`src/actt_pkg.sv`:
```
// constants and carrier types for the conversion trigger timing block
// assumes one synchronous clock domain; all pin inputs sampled on it
package actt_pkg;
  localparam int NUM_FPIN = 16;
  localparam int NUM_SIL  = 8;
  localparam int NUM_LINE = NUM_FPIN + NUM_SIL;
  localparam int NUM_SRC  = NUM_LINE + 3;
  localparam int CNT_W    = 24;
  localparam int CH_W     = 8;
  localparam int DIV_W    = 16;
  localparam int SEL_W    = 5;
  // source codes: 0..15 function pins, 16..23 integration lines
  localparam logic [SEL_W-1:0] SRC_STAR = 5'h18;
  localparam logic [SEL_W-1:0] SRC_ACMP = 5'h19;
  localparam logic [SEL_W-1:0] SRC_CTR  = 5'h1A;
  localparam logic [SEL_W-1:0] SRC_INT  = 5'h1B;
  localparam logic [SEL_W-1:0] SRC_SOFT = 5'h1F;
  localparam logic [DIV_W-1:0] CONV_DELAY_DEF = 16'h0003;
  localparam int FIFO_DEPTH_DEF = 32;

  typedef struct packed {
    logic             en;
    logic [SEL_W-1:0] line;
  } actt_route_type;

  typedef struct packed {
    logic [SEL_W-1:0] samp_src;
    logic             samp_rise;
    logic [DIV_W-1:0] samp_div;
    logic [SEL_W-1:0] conv_src;
    logic             conv_rise;
    logic             conv_tb_20m;
    logic [DIV_W-1:0] conv_div;
    logic [DIV_W-1:0] conv_delay;
    logic             shared;
    logic [CH_W-1:0]  num_chan;
    logic [SEL_W-1:0] start_src;
    logic             start_rise;
    logic             ref_en;
    logic [SEL_W-1:0] ref_src;
    logic             ref_rise;
    logic             pause_en;
    logic [SEL_W-1:0] pause_src;
    logic             pause_high;
    logic             continuous;
    logic [CNT_W-1:0] sample_count;
    logic [CNT_W-1:0] pretrig_count;
    logic [CNT_W-1:0] buffer_size;
    logic             hold_low;
    actt_route_type   conv_route;
    actt_route_type   hold_route;
    actt_route_type   start_route;
  } actt_cfg_type;
endpackage

```
`src/actt_top.sv`:
```
// conversion trigger timing engine with its sample buffer fifo
// assumes strobes, pins and timebase ticks are synchronous to i_core_clk
`timescale 1ns/100ps

module actt_fifo #(
  parameter int W     = 16,
  parameter int DEPTH = 32
) (
  // clock and reset
  input  wire logic         i_core_clk,
  input  wire logic         i_rst,
  // fill side
  input  wire logic         i_in_valid,
  input  wire logic [W-1:0] i_in_data,
  output logic              o_in_ready,
  // drain side
  output logic              o_out_valid,
  output logic [W-1:0]      o_out_data,
  input  wire logic         i_out_ready
);
  localparam int AW = $clog2(DEPTH);
  logic [W-1:0] mem [DEPTH];
  logic [AW:0]  wr_r;
  logic [AW:0]  rd_r;
  logic         full;
  logic         empty;

  assign empty = (wr_r == rd_r);
  assign full = (wr_r[AW-1:0] == rd_r[AW-1:0]) && (wr_r[AW] != rd_r[AW]);
  assign o_in_ready = !full;
  assign o_out_valid = !empty;
  assign o_out_data = mem[rd_r[AW-1:0]];

  always_ff @(posedge i_core_clk) begin
    if (i_in_valid && !full) begin
      mem[wr_r[AW-1:0]] <= i_in_data;
    end
  end

  always_ff @(posedge i_core_clk) begin
    if (i_rst) begin
      wr_r <= '0;
      rd_r <= '0;
    end else begin
      if (i_in_valid && !full) begin
        wr_r <= wr_r + 1'b1;
      end
      if (i_out_ready && !empty) begin
        rd_r <= rd_r + 1'b1;
      end
    end
  end
endmodule

// Operation
// - each accepted conversion strobe starts one conversion; strobe edge selectable
// - internal strobe: down-counter starts on sample strobe, fires at zero, reloads
// - conversion strobe source: internal divider, counter, pins, lines, star, analog
// - conversion strobe driven active low on any pin or line; pins reset as inputs
// - sample-to-first-conversion delay programmable, three timebase ticks by default
// - sample and conversion strobes ignored until the start trigger arrives
// - further sample strobes ignored until all conversions of the sample done
// - conversion strobes ignored outside a sample and after its count is reached
// - one external signal may drive both strobes, one conversion per edge
// - conversion timebase is sample timebase or 20 MHz tick, never driven out
// - hold-done pulse after each conversion start, polarity and route selectable
// - acquisition begins on start trigger, or on software command without triggers
// - finite ends on sample count or reference trigger; continuous on software stop
// - digital start trigger source and edge selectable
// - analog start source starts on first rising comparison edge
// - start trigger driven out as an active-high pulse
// - posttrigger count equals buffer size minus pretrigger count
// - reference trigger ignored before pretrigger samples are captured
// - waiting for reference with full buffer, oldest sample is overwritten
// - after reference, exactly posttrigger samples are stored, then stop
// - reference source and edge selectable; analog stops on rising comparison edge
// - pause is level sensitive, active level programmable, halts internal sample strobe
// - each sample converts every channel; conversions per sample equal channel count
// - start loads pretrigger count, decrements per sample, then reloads posttrigger
module actt_top import actt_pkg::*; #(
  parameter int DATA_W     = 16,
  parameter int FIFO_DEPTH = FIFO_DEPTH_DEF
) (
  // clock and reset
  input  wire logic                i_core_clk,
  input  wire logic                i_rst,
  // configuration and software commands
  input  wire actt_cfg_type        i_cfg,
  input  wire logic                i_sw_start,
  input  wire logic                i_sw_stop,
  // external sources and timebase ticks
  input  wire logic [NUM_FPIN-1:0] i_fpin,
  input  wire logic [NUM_SIL-1:0]  i_sil,
  input  wire logic                i_star,
  input  wire logic                i_acmp,
  input  wire logic                i_ctr_out,
  input  wire logic                i_samp_tb_tick,
  input  wire logic                i_tb20_tick,
  // pin drive
  output logic [NUM_FPIN-1:0]      o_fpin_out,
  output logic [NUM_FPIN-1:0]      o_fpin_oe,
  output logic [NUM_SIL-1:0]       o_sil_out,
  output logic [NUM_SIL-1:0]       o_sil_oe,
  // converter side
  output logic                     o_conv_start,
  output logic [CH_W-1:0]          o_chan,
  output logic                     o_hold_done,
  input  wire logic                i_adc_valid,
  input  wire logic [DATA_W-1:0]   i_adc_data,
  output logic                     o_adc_ready,
  // sample stream out
  output logic                     o_dout_valid,
  output logic [DATA_W-1:0]        o_dout_data,
  input  wire logic                i_dout_ready,
  // status
  output logic                     o_running,
  output logic                     o_armed,
  output logic                     o_start_pulse,
  output logic                     o_done
);
  typedef enum logic [5:0] {
    A_IDLE  = 6'b000001,
    A_RUN   = 6'b000010,
    A_PRE   = 6'b000100,
    A_ARM   = 6'b001000,
    A_POST  = 6'b010000,
    A_DRAIN = 6'b100000
  } actt_acq_type;

  typedef enum logic [1:0] {
    C_WAIT = 2'b01,
    C_CONV = 2'b10
  } actt_conv_type;

  function automatic logic pick(input logic [NUM_SRC-1:0] v, input logic [SEL_W-1:0] code);
    pick = (32'(code) < NUM_SRC) ? v[code] : 1'b0;
  endfunction

  function automatic logic edge_of(input logic cur, input logic prev, input logic rise,
                                   input logic [SEL_W-1:0] code);
    logic r;
    r = rise || (code == SRC_ACMP);
    edge_of = r ? (cur && !prev) : (!cur && prev);
  endfunction

  actt_acq_type           acq_r;
  actt_conv_type          cst_r;
  logic [NUM_SRC-1:0]     raw;
  logic [NUM_SRC-1:0]     sync1_r;
  logic [NUM_SRC-1:0]     sync2_r;
  logic [NUM_SRC-1:0]     prev_samp_r;
  logic [3:0]             lvl;
  logic [3:0]             prev_r;
  logic                   samp_ext_ev;
  logic                   conv_ext_ev;
  logic                   start_ev;
  logic                   ref_ev;
  logic                   paused;
  logic                   running;
  logic                   samp_int_r;
  logic [DIV_W-1:0]       samp_cnt_r;
  logic                   samp_ev;
  logic                   samp_acc;
  logic                   conv_tb;
  logic                   conv_int;
  logic [DIV_W-1:0]       cdiv_r;
  logic [DIV_W-1:0]       delay_eff;
  logic                   int_fire;
  logic                   conv_fire;
  logic [CH_W-1:0]        nchan;
  logic [CH_W-1:0]        left_r;
  logic [CNT_W-1:0]       cnt_r;
  logic [CNT_W-1:0]       post_cnt;
  logic                   fifo_full_n;
  logic                   fifo_valid;
  logic                   discard;
  logic [NUM_LINE-1:0]    pin_out_r;
  logic [NUM_LINE-1:0]    pin_oe_r;

  // first stage feeds only the second
  assign raw = {i_ctr_out, i_acmp, i_star, i_sil, i_fpin};
  always_ff @(posedge i_core_clk) begin
    if (i_rst) begin
      sync1_r <= '0;
      sync2_r <= '0;
    end else begin
      sync1_r <= raw;
      sync2_r <= sync1_r;
    end
  end

  assign lvl = {pick(sync2_r, i_cfg.pause_src), pick(sync2_r, i_cfg.ref_src),
                pick(sync2_r, i_cfg.start_src), pick(sync2_r, i_cfg.conv_src)};
  always_ff @(posedge i_core_clk) begin
    if (i_rst) begin
      prev_r <= '0;
    end else begin
      prev_r <= lvl;
    end
  end

  // a source switch while running can look like an edge; reconfigure only when idle
  assign conv_ext_ev = edge_of(lvl[0], prev_r[0], i_cfg.conv_rise, i_cfg.conv_src);
  assign samp_ext_ev = edge_of(pick(sync2_r, i_cfg.samp_src), pick({NUM_SRC{1'b0}} | prev_samp_r,
                               i_cfg.samp_src), i_cfg.samp_rise, i_cfg.samp_src);
  assign start_ev = (i_cfg.start_src == SRC_SOFT) ? i_sw_start
                  : edge_of(lvl[1], prev_r[1], i_cfg.start_rise, i_cfg.start_src);
  assign ref_ev = i_cfg.ref_en && edge_of(lvl[2], prev_r[2], i_cfg.ref_rise, i_cfg.ref_src);
  assign paused = i_cfg.pause_en && (lvl[3] == i_cfg.pause_high);

  always_ff @(posedge i_core_clk) begin
    if (i_rst) begin
      prev_samp_r <= '0;
    end else begin
      prev_samp_r <= sync2_r;
    end
  end

  assign running = (acq_r != A_IDLE) && (acq_r != A_DRAIN);

  // internal sample strobe from the sample timebase, frozen while paused
  always_ff @(posedge i_core_clk) begin
    if (i_rst) begin
      samp_cnt_r <= '0;
      samp_int_r <= 1'b0;
    end else begin
      samp_int_r <= 1'b0;
      if (!running) begin
        samp_cnt_r <= i_cfg.samp_div;
      end else if (i_samp_tb_tick && !paused) begin
        if (samp_cnt_r <= 16'h0001) begin
          samp_int_r <= 1'b1;
          samp_cnt_r <= i_cfg.samp_div;
        end else begin
          samp_cnt_r <= samp_cnt_r - 16'h0001;
        end
      end
    end
  end

  assign samp_ev = i_cfg.shared ? conv_ext_ev
                 : (i_cfg.samp_src == SRC_INT) ? samp_int_r : samp_ext_ev;
  // sample strobes only count while running and between samples
  assign samp_acc = running && (cst_r == C_WAIT) && samp_ev;

  assign nchan = (i_cfg.num_chan == '0) ? 8'h01 : i_cfg.num_chan;
  assign conv_tb = i_cfg.conv_tb_20m ? i_tb20_tick : i_samp_tb_tick;
  assign conv_int = (i_cfg.conv_src == SRC_INT) && !i_cfg.shared;
  assign delay_eff = (i_cfg.conv_delay == '0) ? CONV_DELAY_DEF : i_cfg.conv_delay;
  assign int_fire = conv_tb && (cdiv_r <= 16'h0001);
  assign conv_fire = (cst_r == C_CONV) && (conv_int ? int_fire : conv_ext_ev)
                   || (samp_acc && i_cfg.shared);

  // per-sample conversion sequencer
  always_ff @(posedge i_core_clk) begin
    if (i_rst) begin
      cst_r <= C_WAIT;
      left_r <= '0;
      cdiv_r <= CONV_DELAY_DEF;
    end else begin
      unique case (cst_r)
        C_WAIT: begin
          cdiv_r <= delay_eff;
          if (samp_acc) begin
            left_r <= nchan;
            if (!(i_cfg.shared && nchan == 8'h01)) begin
              cst_r <= C_CONV;
            end
            if (i_cfg.shared) begin
              left_r <= nchan - 8'h01;
            end
          end
        end
        C_CONV: begin
          if (conv_int && conv_tb) begin
            cdiv_r <= int_fire ? i_cfg.conv_div : cdiv_r - 16'h0001;
          end
          if (conv_fire) begin
            left_r <= left_r - 8'h01;
            if (left_r == 8'h01) begin
              cst_r <= C_WAIT;
            end
          end
        end
      endcase
    end
  end

  // conversion start, channel index and hold-done follow-up
  always_ff @(posedge i_core_clk) begin
    if (i_rst) begin
      o_conv_start <= 1'b0;
      o_chan <= '0;
      o_hold_done <= 1'b0;
    end else begin
      o_conv_start <= conv_fire;
      if (samp_acc) begin
        o_chan <= '0;
      end else if (o_conv_start) begin
        o_chan <= o_chan + 8'h01;
      end
      o_hold_done <= o_conv_start ^ i_cfg.hold_low;
    end
  end

  assign post_cnt = i_cfg.buffer_size - i_cfg.pretrig_count;

  // acquisition sequencer and sample counter
  always_ff @(posedge i_core_clk) begin
    if (i_rst) begin
      acq_r <= A_IDLE;
      cnt_r <= '0;
      o_start_pulse <= 1'b0;
      o_done <= 1'b0;
    end else begin
      o_start_pulse <= 1'b0;
      o_done <= 1'b0;
      unique case (acq_r)
        A_IDLE: begin
          if (start_ev) begin
            o_start_pulse <= 1'b1;
            if (i_cfg.ref_en) begin
              cnt_r <= i_cfg.pretrig_count;
              acq_r <= (i_cfg.pretrig_count == '0) ? A_ARM : A_PRE;
            end else begin
              cnt_r <= i_cfg.sample_count;
              acq_r <= A_RUN;
            end
          end
        end
        A_RUN: begin
          if (samp_acc && !i_cfg.continuous) begin
            cnt_r <= cnt_r - 24'h000001;
            if (cnt_r <= 24'h000001) begin
              acq_r <= A_DRAIN;
            end
          end
        end
        A_PRE: begin
          if (samp_acc) begin
            cnt_r <= cnt_r - 24'h000001;
            if (cnt_r <= 24'h000001) begin
              acq_r <= A_ARM;
            end
          end
        end
        A_ARM: begin
          if (ref_ev) begin
            cnt_r <= post_cnt;
            acq_r <= (post_cnt == '0) ? A_DRAIN : A_POST;
          end
        end
        A_POST: begin
          if (samp_acc) begin
            cnt_r <= cnt_r - 24'h000001;
            if (cnt_r <= 24'h000001) begin
              acq_r <= A_DRAIN;
            end
          end
        end
        A_DRAIN: begin
          if (cst_r == C_WAIT) begin
            acq_r <= A_IDLE;
            o_done <= 1'b1;
          end
        end
      endcase
      if (i_sw_stop && running) begin
        acq_r <= A_DRAIN;
      end
    end
  end

  assign o_running = running;
  assign o_armed = (acq_r == A_ARM);

  // while armed and full, the oldest word is dropped to make room
  assign discard = (acq_r == A_ARM) && !fifo_full_n && fifo_valid && i_adc_valid;
  assign o_dout_valid = fifo_valid && !discard;

  actt_fifo #(
    .W     (DATA_W),
    .DEPTH (FIFO_DEPTH)
  ) u_fifo (
    .i_core_clk  (i_core_clk),
    .i_rst       (i_rst),
    .i_in_valid  (i_adc_valid),
    .i_in_data   (i_adc_data),
    .o_in_ready  (fifo_full_n),
    .o_out_valid (fifo_valid),
    .o_out_data  (o_dout_data),
    .i_out_ready (i_dout_ready || discard)
  );
  assign o_adc_ready = fifo_full_n;

  // pin drive; all enables low out of reset so every pin is an input
  for (genvar i = 0; i < NUM_LINE; i++) begin : g_pin
    always_ff @(posedge i_core_clk) begin
      if (i_rst) begin
        pin_oe_r[i] <= 1'b0;
        pin_out_r[i] <= 1'b0;
      end else begin
        pin_oe_r[i] <= (i_cfg.conv_route.en && i_cfg.conv_route.line == SEL_W'(i))
                     || (i_cfg.hold_route.en && i_cfg.hold_route.line == SEL_W'(i))
                     || (i_cfg.start_route.en && i_cfg.start_route.line == SEL_W'(i));
        if (i_cfg.conv_route.en && i_cfg.conv_route.line == SEL_W'(i)) begin
          pin_out_r[i] <= !o_conv_start;
        end else if (i_cfg.hold_route.en && i_cfg.hold_route.line == SEL_W'(i)) begin
          pin_out_r[i] <= o_hold_done;
        end else begin
          pin_out_r[i] <= o_start_pulse;
        end
      end
    end
  end

  assign o_fpin_out = pin_out_r[NUM_FPIN-1:0];
  assign o_fpin_oe = pin_oe_r[NUM_FPIN-1:0];
  assign o_sil_out = pin_out_r[NUM_LINE-1:NUM_FPIN];
  assign o_sil_oe = pin_oe_r[NUM_LINE-1:NUM_FPIN];
endmodule

```
`config.mk`:
```
export PLATFORM = sky130hd
export DESIGN_NAME = actt_top
export DESIGN_NICKNAME = d
export VERILOG_FILES = /design/src/actt_pkg.sv /design/src/actt_top.sv
export SDC_FILE = /design/constraint.sdc
export NUM_CORES = 1
export LEC_CHECK = 0
export ABC_AREA = 1
export BUFFER_PORTS_ARGS = -buffer_cell sky130_fd_sc_hd__buf_2
export CAP_MARGIN = 30
export CORE_ASPECT_RATIO = 0.5
export CORE_MARGIN = 2
export CORE_UTILIZATION = 40
export CTS_CLUSTER_DIAMETER = 120
export CTS_CLUSTER_SIZE = 10
export DETAILED_ROUTE_END_ITERATION = 8
export PLACE_DENSITY_LB_ADDON = 0.15
export SETUP_SLACK_MARGIN = 0.1
export SLEW_MARGIN = 20
export SYNTH_ARGS = -nofsm -noshare
export SYNTH_HDL_FRONTEND = slang
export SYNTH_SLANG_ARGS = --single-unit
```
`constraint.sdc`:
```
create_clock -name i_core_clk -period 3.9 [get_ports i_core_clk]
set_input_delay 0.195 -clock i_core_clk [delete_from_list [all_inputs] [get_ports i_core_clk]]
set_output_delay 0.195 -clock i_core_clk [all_outputs]
set_load 0.05 [all_outputs]
```
==> out/results.ini, run 1 <==
[pwr]
power.share.clock = 0.327
internal_power_uw = 14600
pwr-share-comb = 0.253
finalPower_uw = 21900
p_seq_frac = 0.419
p_leak_uw = 0.0162
power_density_nw_per_um2 = 534
p_switching_uw = 7310
peakVddDrop_uv = 323
switching_share = 0.334

[logic_synthesis]
yosysSeqAreaShare = 0.577
synth_cell_types = 58
syn_inst = 3801
synth_area_per_cell_sq_um = 9.15
synth-edff-count = 512
async_flop_share = 0
syn_area_sq_um = 34800
syn-num-nets = 4074
yosys_warnings = 0
synth_seq_cells = 746
synthFlopType = edfxtp_1

[drt]
wire_per_inst_um = 20.1
wirelength_um = 108000
drt_iter0_drc = 2612
vias = 29000
dr.pass1.iters = 5
viasPerCell = 5.38
drc = 0
ant_nets = 0

[floorplan]
core_sq_um = 86100
die_h_um = 212
dieWidth_um = 421
num_io_pins = 313
design.die.area_sq_um = 89400
initial_core_util = 0.404
rows = 76

[global_route]
use_met3 = 0.0461
grt_pass1_vias = 27800
grt_pass1_wl_um = 163000
grt_overflow = 0
top_usage_layer = met2
grt_max_degree = 129
globalRouteMet2Util = 0.387
grt_usage = 0.236
groute.layer.met1.usage = 0.314
antenna_found_initial = 10

[timing]
post-route-period-util = 0.904
fmax_mhz = 284
drv_slew = 0
tightest_slew_ns = 1.03
period_minus_slack_ns = 3.53
skew_ns = 0.0417
rsz0062_at_grt = false
whs_ns = 0.0311
setup_violations = 0
slew_headroom = 0.314
hold_viol = 0
setup_tns_ns = 0

[setup_path]
cp_data_required_time_ns = 3.70
ff2ff_path_depth = 20
cp.arrival_ns = 3.33
reg2reg_from = sync2_r[11]
crit_path_start_kind = register
r2r_setup_slack_ns = 0.56
reg2reg_to = cnt_r[3]
cp-end-kind = output port
path_max_fanout = 74
path_class = reg -> out

[cts]
cts.sinks = 746
cts_made_buffers = 84
cts_resized = 0
tritoncts = built
clk_pin_slew_ns = 0.07
clk_latency_ns = 0.67
htree_levels = 3
clockBufferDepth = 3
clockRootBuffer = clkbuf_16
post_cts_buffers = 0

[cells_and_area]
post-route-util = 0.477
layout_common_cells = nor2_1 (669), edfxtp_1 (512), o21ai_0 (465)
final_nets = 4452
final_common_cell = nor2_1
area_growth_pct = 18.0
drive_gt1_frac = 0.127
num-fill-cells = 8245
design_area_sq_um = 41000

[placement]
hpwl_um = 70700
numPortBuffers = 312
placed_area_sq_um = 37700
gp_congestion = 0.927

[worst_hold_path]
min_from = i_cfg[149]
hold_end = cdiv_r[12]
holdPathStages = 5
hold_path_class = in -> reg

[flow_run]
cap_violations = 0

[run_status]
outcome = finished clean

==> stage by stage <==
stage                     cells  worst slack (ns)
after floorplan            3801             0.832
after global placement     5167             0.809
after detailed placement   5167             0.861
after CTS                  5373             0.280
after global routing       5376             0.188
final                      5378             0.374
==> cell families (layout without fill, tap and decap cells) <==
group           after synthesis  in the layout  share of synthesized area
mux                           3              3                   0.000864
buf+inv                     580            982                     0.0648
flops                       746            746                      0.577
xor+xnor                     59             59                     0.0149
other cells                   0              5                          0
fa+ha+maj                    40             40                     0.0146
simple gates               1454           1454                      0.172
compound gates              919            919                      0.156
==> critical path, cell delays in order (launching register included) <==
cell and delay (ns):
dfxtp_4 0.48, inv_6 0.52, buf_4 0.28, o21ai_0 0.09, o221ai_1 0.21, nand3_1 0.19
a32oi_1 0.50, buf_2 0.36
==> Yosys cell counts, types with 5 or more instances <==
library cell  instances  area [sq um]
o31ai_1               5          37.5
nand4_1              38           238
xor2_1               42           368
inv_2                 7          26.3
o221ai_1            110           963
nor2_1              680          2550
buf_4                 5          37.5
inv_1               381          1430
a32oi_1              14           123
o311ai_0              8          70.1
buf_2                15          75.1
dfxtp_1             234          4680
nor3_1               39           195
nor4_1               17           106
a31oi_1              32           200
buf_6                 5          56.3
o21ai_0             465          2330
a21oi_1             169           846
edfxtp_1            512         15400
and3_1                6          37.5
o211ai_1             32           240
a22oi_1               7          52.6
or2_2                11          68.8
xnor2_1              17           149
nand2_1             461          1730
a211oi_1             10          75.1
clkbuf_1            154           578
nor3b_1               5          37.5
buf_1                10          37.5
nand3_1             181           906
ha_1                 39           488
o22ai_1              40           250
==> power by group through the flow <==
stage | clock, uW | combinational (uW) | sequential (uW)
6_report | 7170 | 5550 | 9180
5_1_grt | 7660 | 6250 | 9230
4_1_cts | 7330 | 5550 | 9180
3_5_place_dp | 0 | 5410 | 9340
3_3_place_gp | 0 | 5370 | 9330
2_1_floorplan | 0 | 3860 | 9320
==> worst max-delay path by stage <==
stage | depth (start not counted) | slack, ns | to | startpoint
after floorplan | 6 | 0.83 | u_fifo.mem[31][0] | u_fifo.wr_r[4]
final | 7 | 0.37 | o_dout_data[4] | register
after global placement | 11 | 0.81 | samp_cnt_r[12] | acq_r[5]
after global routing | 9 | 0.19 | o_dout_data[1] | register
after CTS | 7 | 0.28 | o_dout_data[3] | register
after detailed placement | 11 | 0.86 | samp_cnt_r[12] | acq_r[5]
==> timing repair <==
item,4_1_cts,5_1_grt
endpoints found under the hold margin,85,0
hold buffers,96,0
endpoints found under the setup margin,0,0
==> layer usage <==
metal  vias up  wire length (um)
met2       942             50500
met4         2              3200
li1      13900                 -
met3       173              7280
met5         -                13
met1     13900             47000
==> area by class of cell <==
class | count | area, sq um | area share
inverter | 391 | 1480 | 0.0360
clock inverter | 7 | 163 | 0.00396
multi-input combinational | 2475 | 12500 | 0.305
timing repair buffer | 481 | 3140 | 0.0764
antenna | 5 | 12.5 | 0.000305
clock buffer | 103 | 2190 | 0.0535
tap | 1170 | 1460 | 0.0357
sequential | 746 | 20100 | 0.489
==> sequential cells by signal, summed over array words and instances (netlist names), 2 cells and up, named ones only <==
| signal | cells |
|---|---|
| prev_samp_r | 27 |
| samp_cnt_r | 16 |
| u_fifo.wr_r | 6 |
| cst_r | 2 |
| cnt_r | 24 |
| u_fifo.rd_r | 6 |
| o_fpin_out | 16 |
| left_r | 8 |
| u_fifo.mem | 512 |
| o_sil_out | 8 |
| sync2_r | 27 |
| acq_r | 6 |
| o_sil_oe | 8 |
| cdiv_r | 16 |
| sync1_r | 27 |
| prev_r | 3 |
| o_fpin_oe | 16 |
| o_chan | 8 |
Note: power is estimated with default switching activity, not from simulation.
==> run 2, diff against run 1 <==
- clock period: 3.9 -> 4.35 ns (I/O delays scaled with it)
==> run 2 against run 1 <==
  * Largest power group unchanged
  * Die area stayed put
  * Largest cell class unchanged
  * First-iteration DRC count is 4.9% lower
  * Core utilization is 0.058 points lower
  * Critical path depth stayed put
  * Count of clock-buffer cells in the layout is 14 higher
  * Global-route usage is 0.41 points higher
==> out/results.ini, run 2 (synthesized netlist as in run 1, its figures left out) <==
[floorplan]
dieWidth_um = 421  ; unchanged
core_sq_um = 86100  ; unchanged
rows = 76  ; unchanged
die_h_um = 212  ; unchanged
num_io_pins = 313  ; unchanged
design.die.area_sq_um = 89400  ; unchanged
initial_core_util = 0.404  ; unchanged

[drt]
dr.pass1.iters = 6  ; +1
ant_nets = 0  ; unchanged
wirelength_um = 110000  ; +1.8%
drt_iter0_drc = 2485  ; -4.9%
vias = 29000  ; +0.16%
drc = 0  ; unchanged
viasPerCell = 5.40  ; +0.26%
wire_per_inst_um = 20.5  ; +1.9%

[setup_path]
path_max_fanout = 34  ; -54%
path_class = reg -> out
cp_data_required_time_ns = 4.13  ; +0.43 ns
crit_path_start_kind = register
r2r_setup_slack_ns = 1.12  ; +0.56 ns
cp.arrival_ns = 3.49  ; +0.16 ns
cp-end-kind = output port

[timing]
setup_tns_ns = 0  ; unchanged
slew_headroom = 0.332  ; +0.0181
drv_slew = 0  ; unchanged
rsz0062_at_grt = false
post-route-period-util = 0.852
period_minus_slack_ns = 3.71
fmax_mhz = 270
skew_ns = 0.0495  ; +0.00777 ns
hold_viol = 0  ; unchanged
tightest_slew_ns = 1.00  ; -0.0271 ns
setup_violations = 0  ; unchanged

[cts]
clk_latency_ns = 0.68  ; about the same
cts_made_buffers = 84  ; unchanged
post_cts_buffers = 0  ; unchanged
tritoncts = built
htree_levels = 3  ; unchanged
cts.sinks = 746  ; unchanged
clockBufferDepth = 3  ; unchanged
clockRootBuffer = clkbuf_16
clk_pin_slew_ns = 0.07  ; about the same

[run_status]
outcome = finished clean

[placement]
gp_congestion = 0.939  ; +1.3%
hpwl_um = 72200  ; +2.1%
placed_area_sq_um = 37600  ; -0.13%
numPortBuffers = 312  ; unchanged

[cells_and_area]
final_common_cell = nor2_1
drive_gt1_frac = 0.124  ; -0.00223
design_area_sq_um = 41000  ; -0.12%
final_nets = 4434  ; -0.40%
num-fill-cells = 8158  ; -1.1%
area_growth_pct = 17.8
largest_reg_flops = 512  ; unchanged
layout_common_cells = nor2_1 (669), edfxtp_1 (512), o21ai_0 (465)

[worst_hold_path]
hold_path_class = in -> reg

[pwr]
p_leak_uw = 0.0161  ; -0.33%
peakVddDrop_uv = 269  ; -17%
finalPower_uw = 19700  ; -10%
power_density_nw_per_um2 = 480  ; -10%

[flow_run]
cap_violations = 0  ; unchanged

[global_route]
grt_usage = 0.240  ; +0.00409
grt_max_degree = 129  ; unchanged
grt_pass1_wl_um = 166000  ; +1.7%
grt_overflow = 0  ; unchanged
grt_pass1_vias = 27800  ; -0.22%
antenna_found_initial = 8  ; -2

==> run 2: cell count changes in the layout (fill, tap and decap cells not counted), sizes merged <==
cell and change:
clkinv -1, clkbuf +14, buf -10, bufinv -1
inv +1, dlygate4sd3 -8
==> run 2: final timing paths <==
kind / startpoint / to / depth (start not counted)
min: i_cfg[159] / prev_r[0] / 5
min reg2reg: sync1_r[5] / sync2_r[5] / 2
max: register / o_dout_data[3] / 7
max reg2reg: acq_r[5] / samp_cnt_r[3] / 12
==> run 2: final cells by class <==
| type | instances | area (sq um) | area share |
|---|---|---|---|
| inverters | 391 | 1470 | 0.0360 |
| flip-flops and latches | 746 | 20100 | 0.490 |
| clock buffers | 117 | 2270 | 0.0554 |
| well taps | 1170 | 1460 | 0.0357 |
| multi-input cells | 2475 | 12500 | 0.306 |
| diodes | 5 | 12.5 | 0.000305 |
| repair buffers | 463 | 3030 | 0.0738 |
| clock inverters | 6 | 135 | 0.00330 |
==> run 2: power breakdown <==
| part | switching (uW) | internal, uW | total [uW] |
|---|---|---|---|
| Combinational | 3400 | 1550 | 4940 |
| Sequential | 324 | 7910 | 8240 |
| Clock | 2880 | 3620 | 6500 |
| Total | 6600 | 13100 | 19700 |
==> run 2: stage by stage <==
step                std cells  setup WS (ns)   util  hold slack [ns]
finish                   5373          0.645  0.476           0.0316
global route             5370          0.504  0.476           0.0412
CTS                      5365          0.612  0.476          0.00160
detailed placement       5154           1.15  0.437            0.393
global placement         5147           1.14  0.436            0.390
floorplan                3801           1.28      -            0.316
==> run 2: critical path: stages, from the launching register on <==
cell and delay (ns):
dfxtp_4 0.56, clkinv_2 0.61, buf_4 0.43, o21ai_0 0.09
o221ai_1 0.12, a31oi_1 0.37, a32oi_1 0.27, buf_2 0.33
==> run 2: routing by layer <==
layer  vias up  share of wire  global-route usage
li1      13900              -                   -
met1     14000           0.45               0.330
met2       932           0.47               0.391
met3       163          0.060              0.0375
met4         2          0.026              0.0722
met5         -        0.00010                   0
==> run 2: repair_timing <==
action	4_1_cts	5_1_grt
endpoints found under the hold margin	76	0
gates resized for setup	0	0
hold buffers	88	0
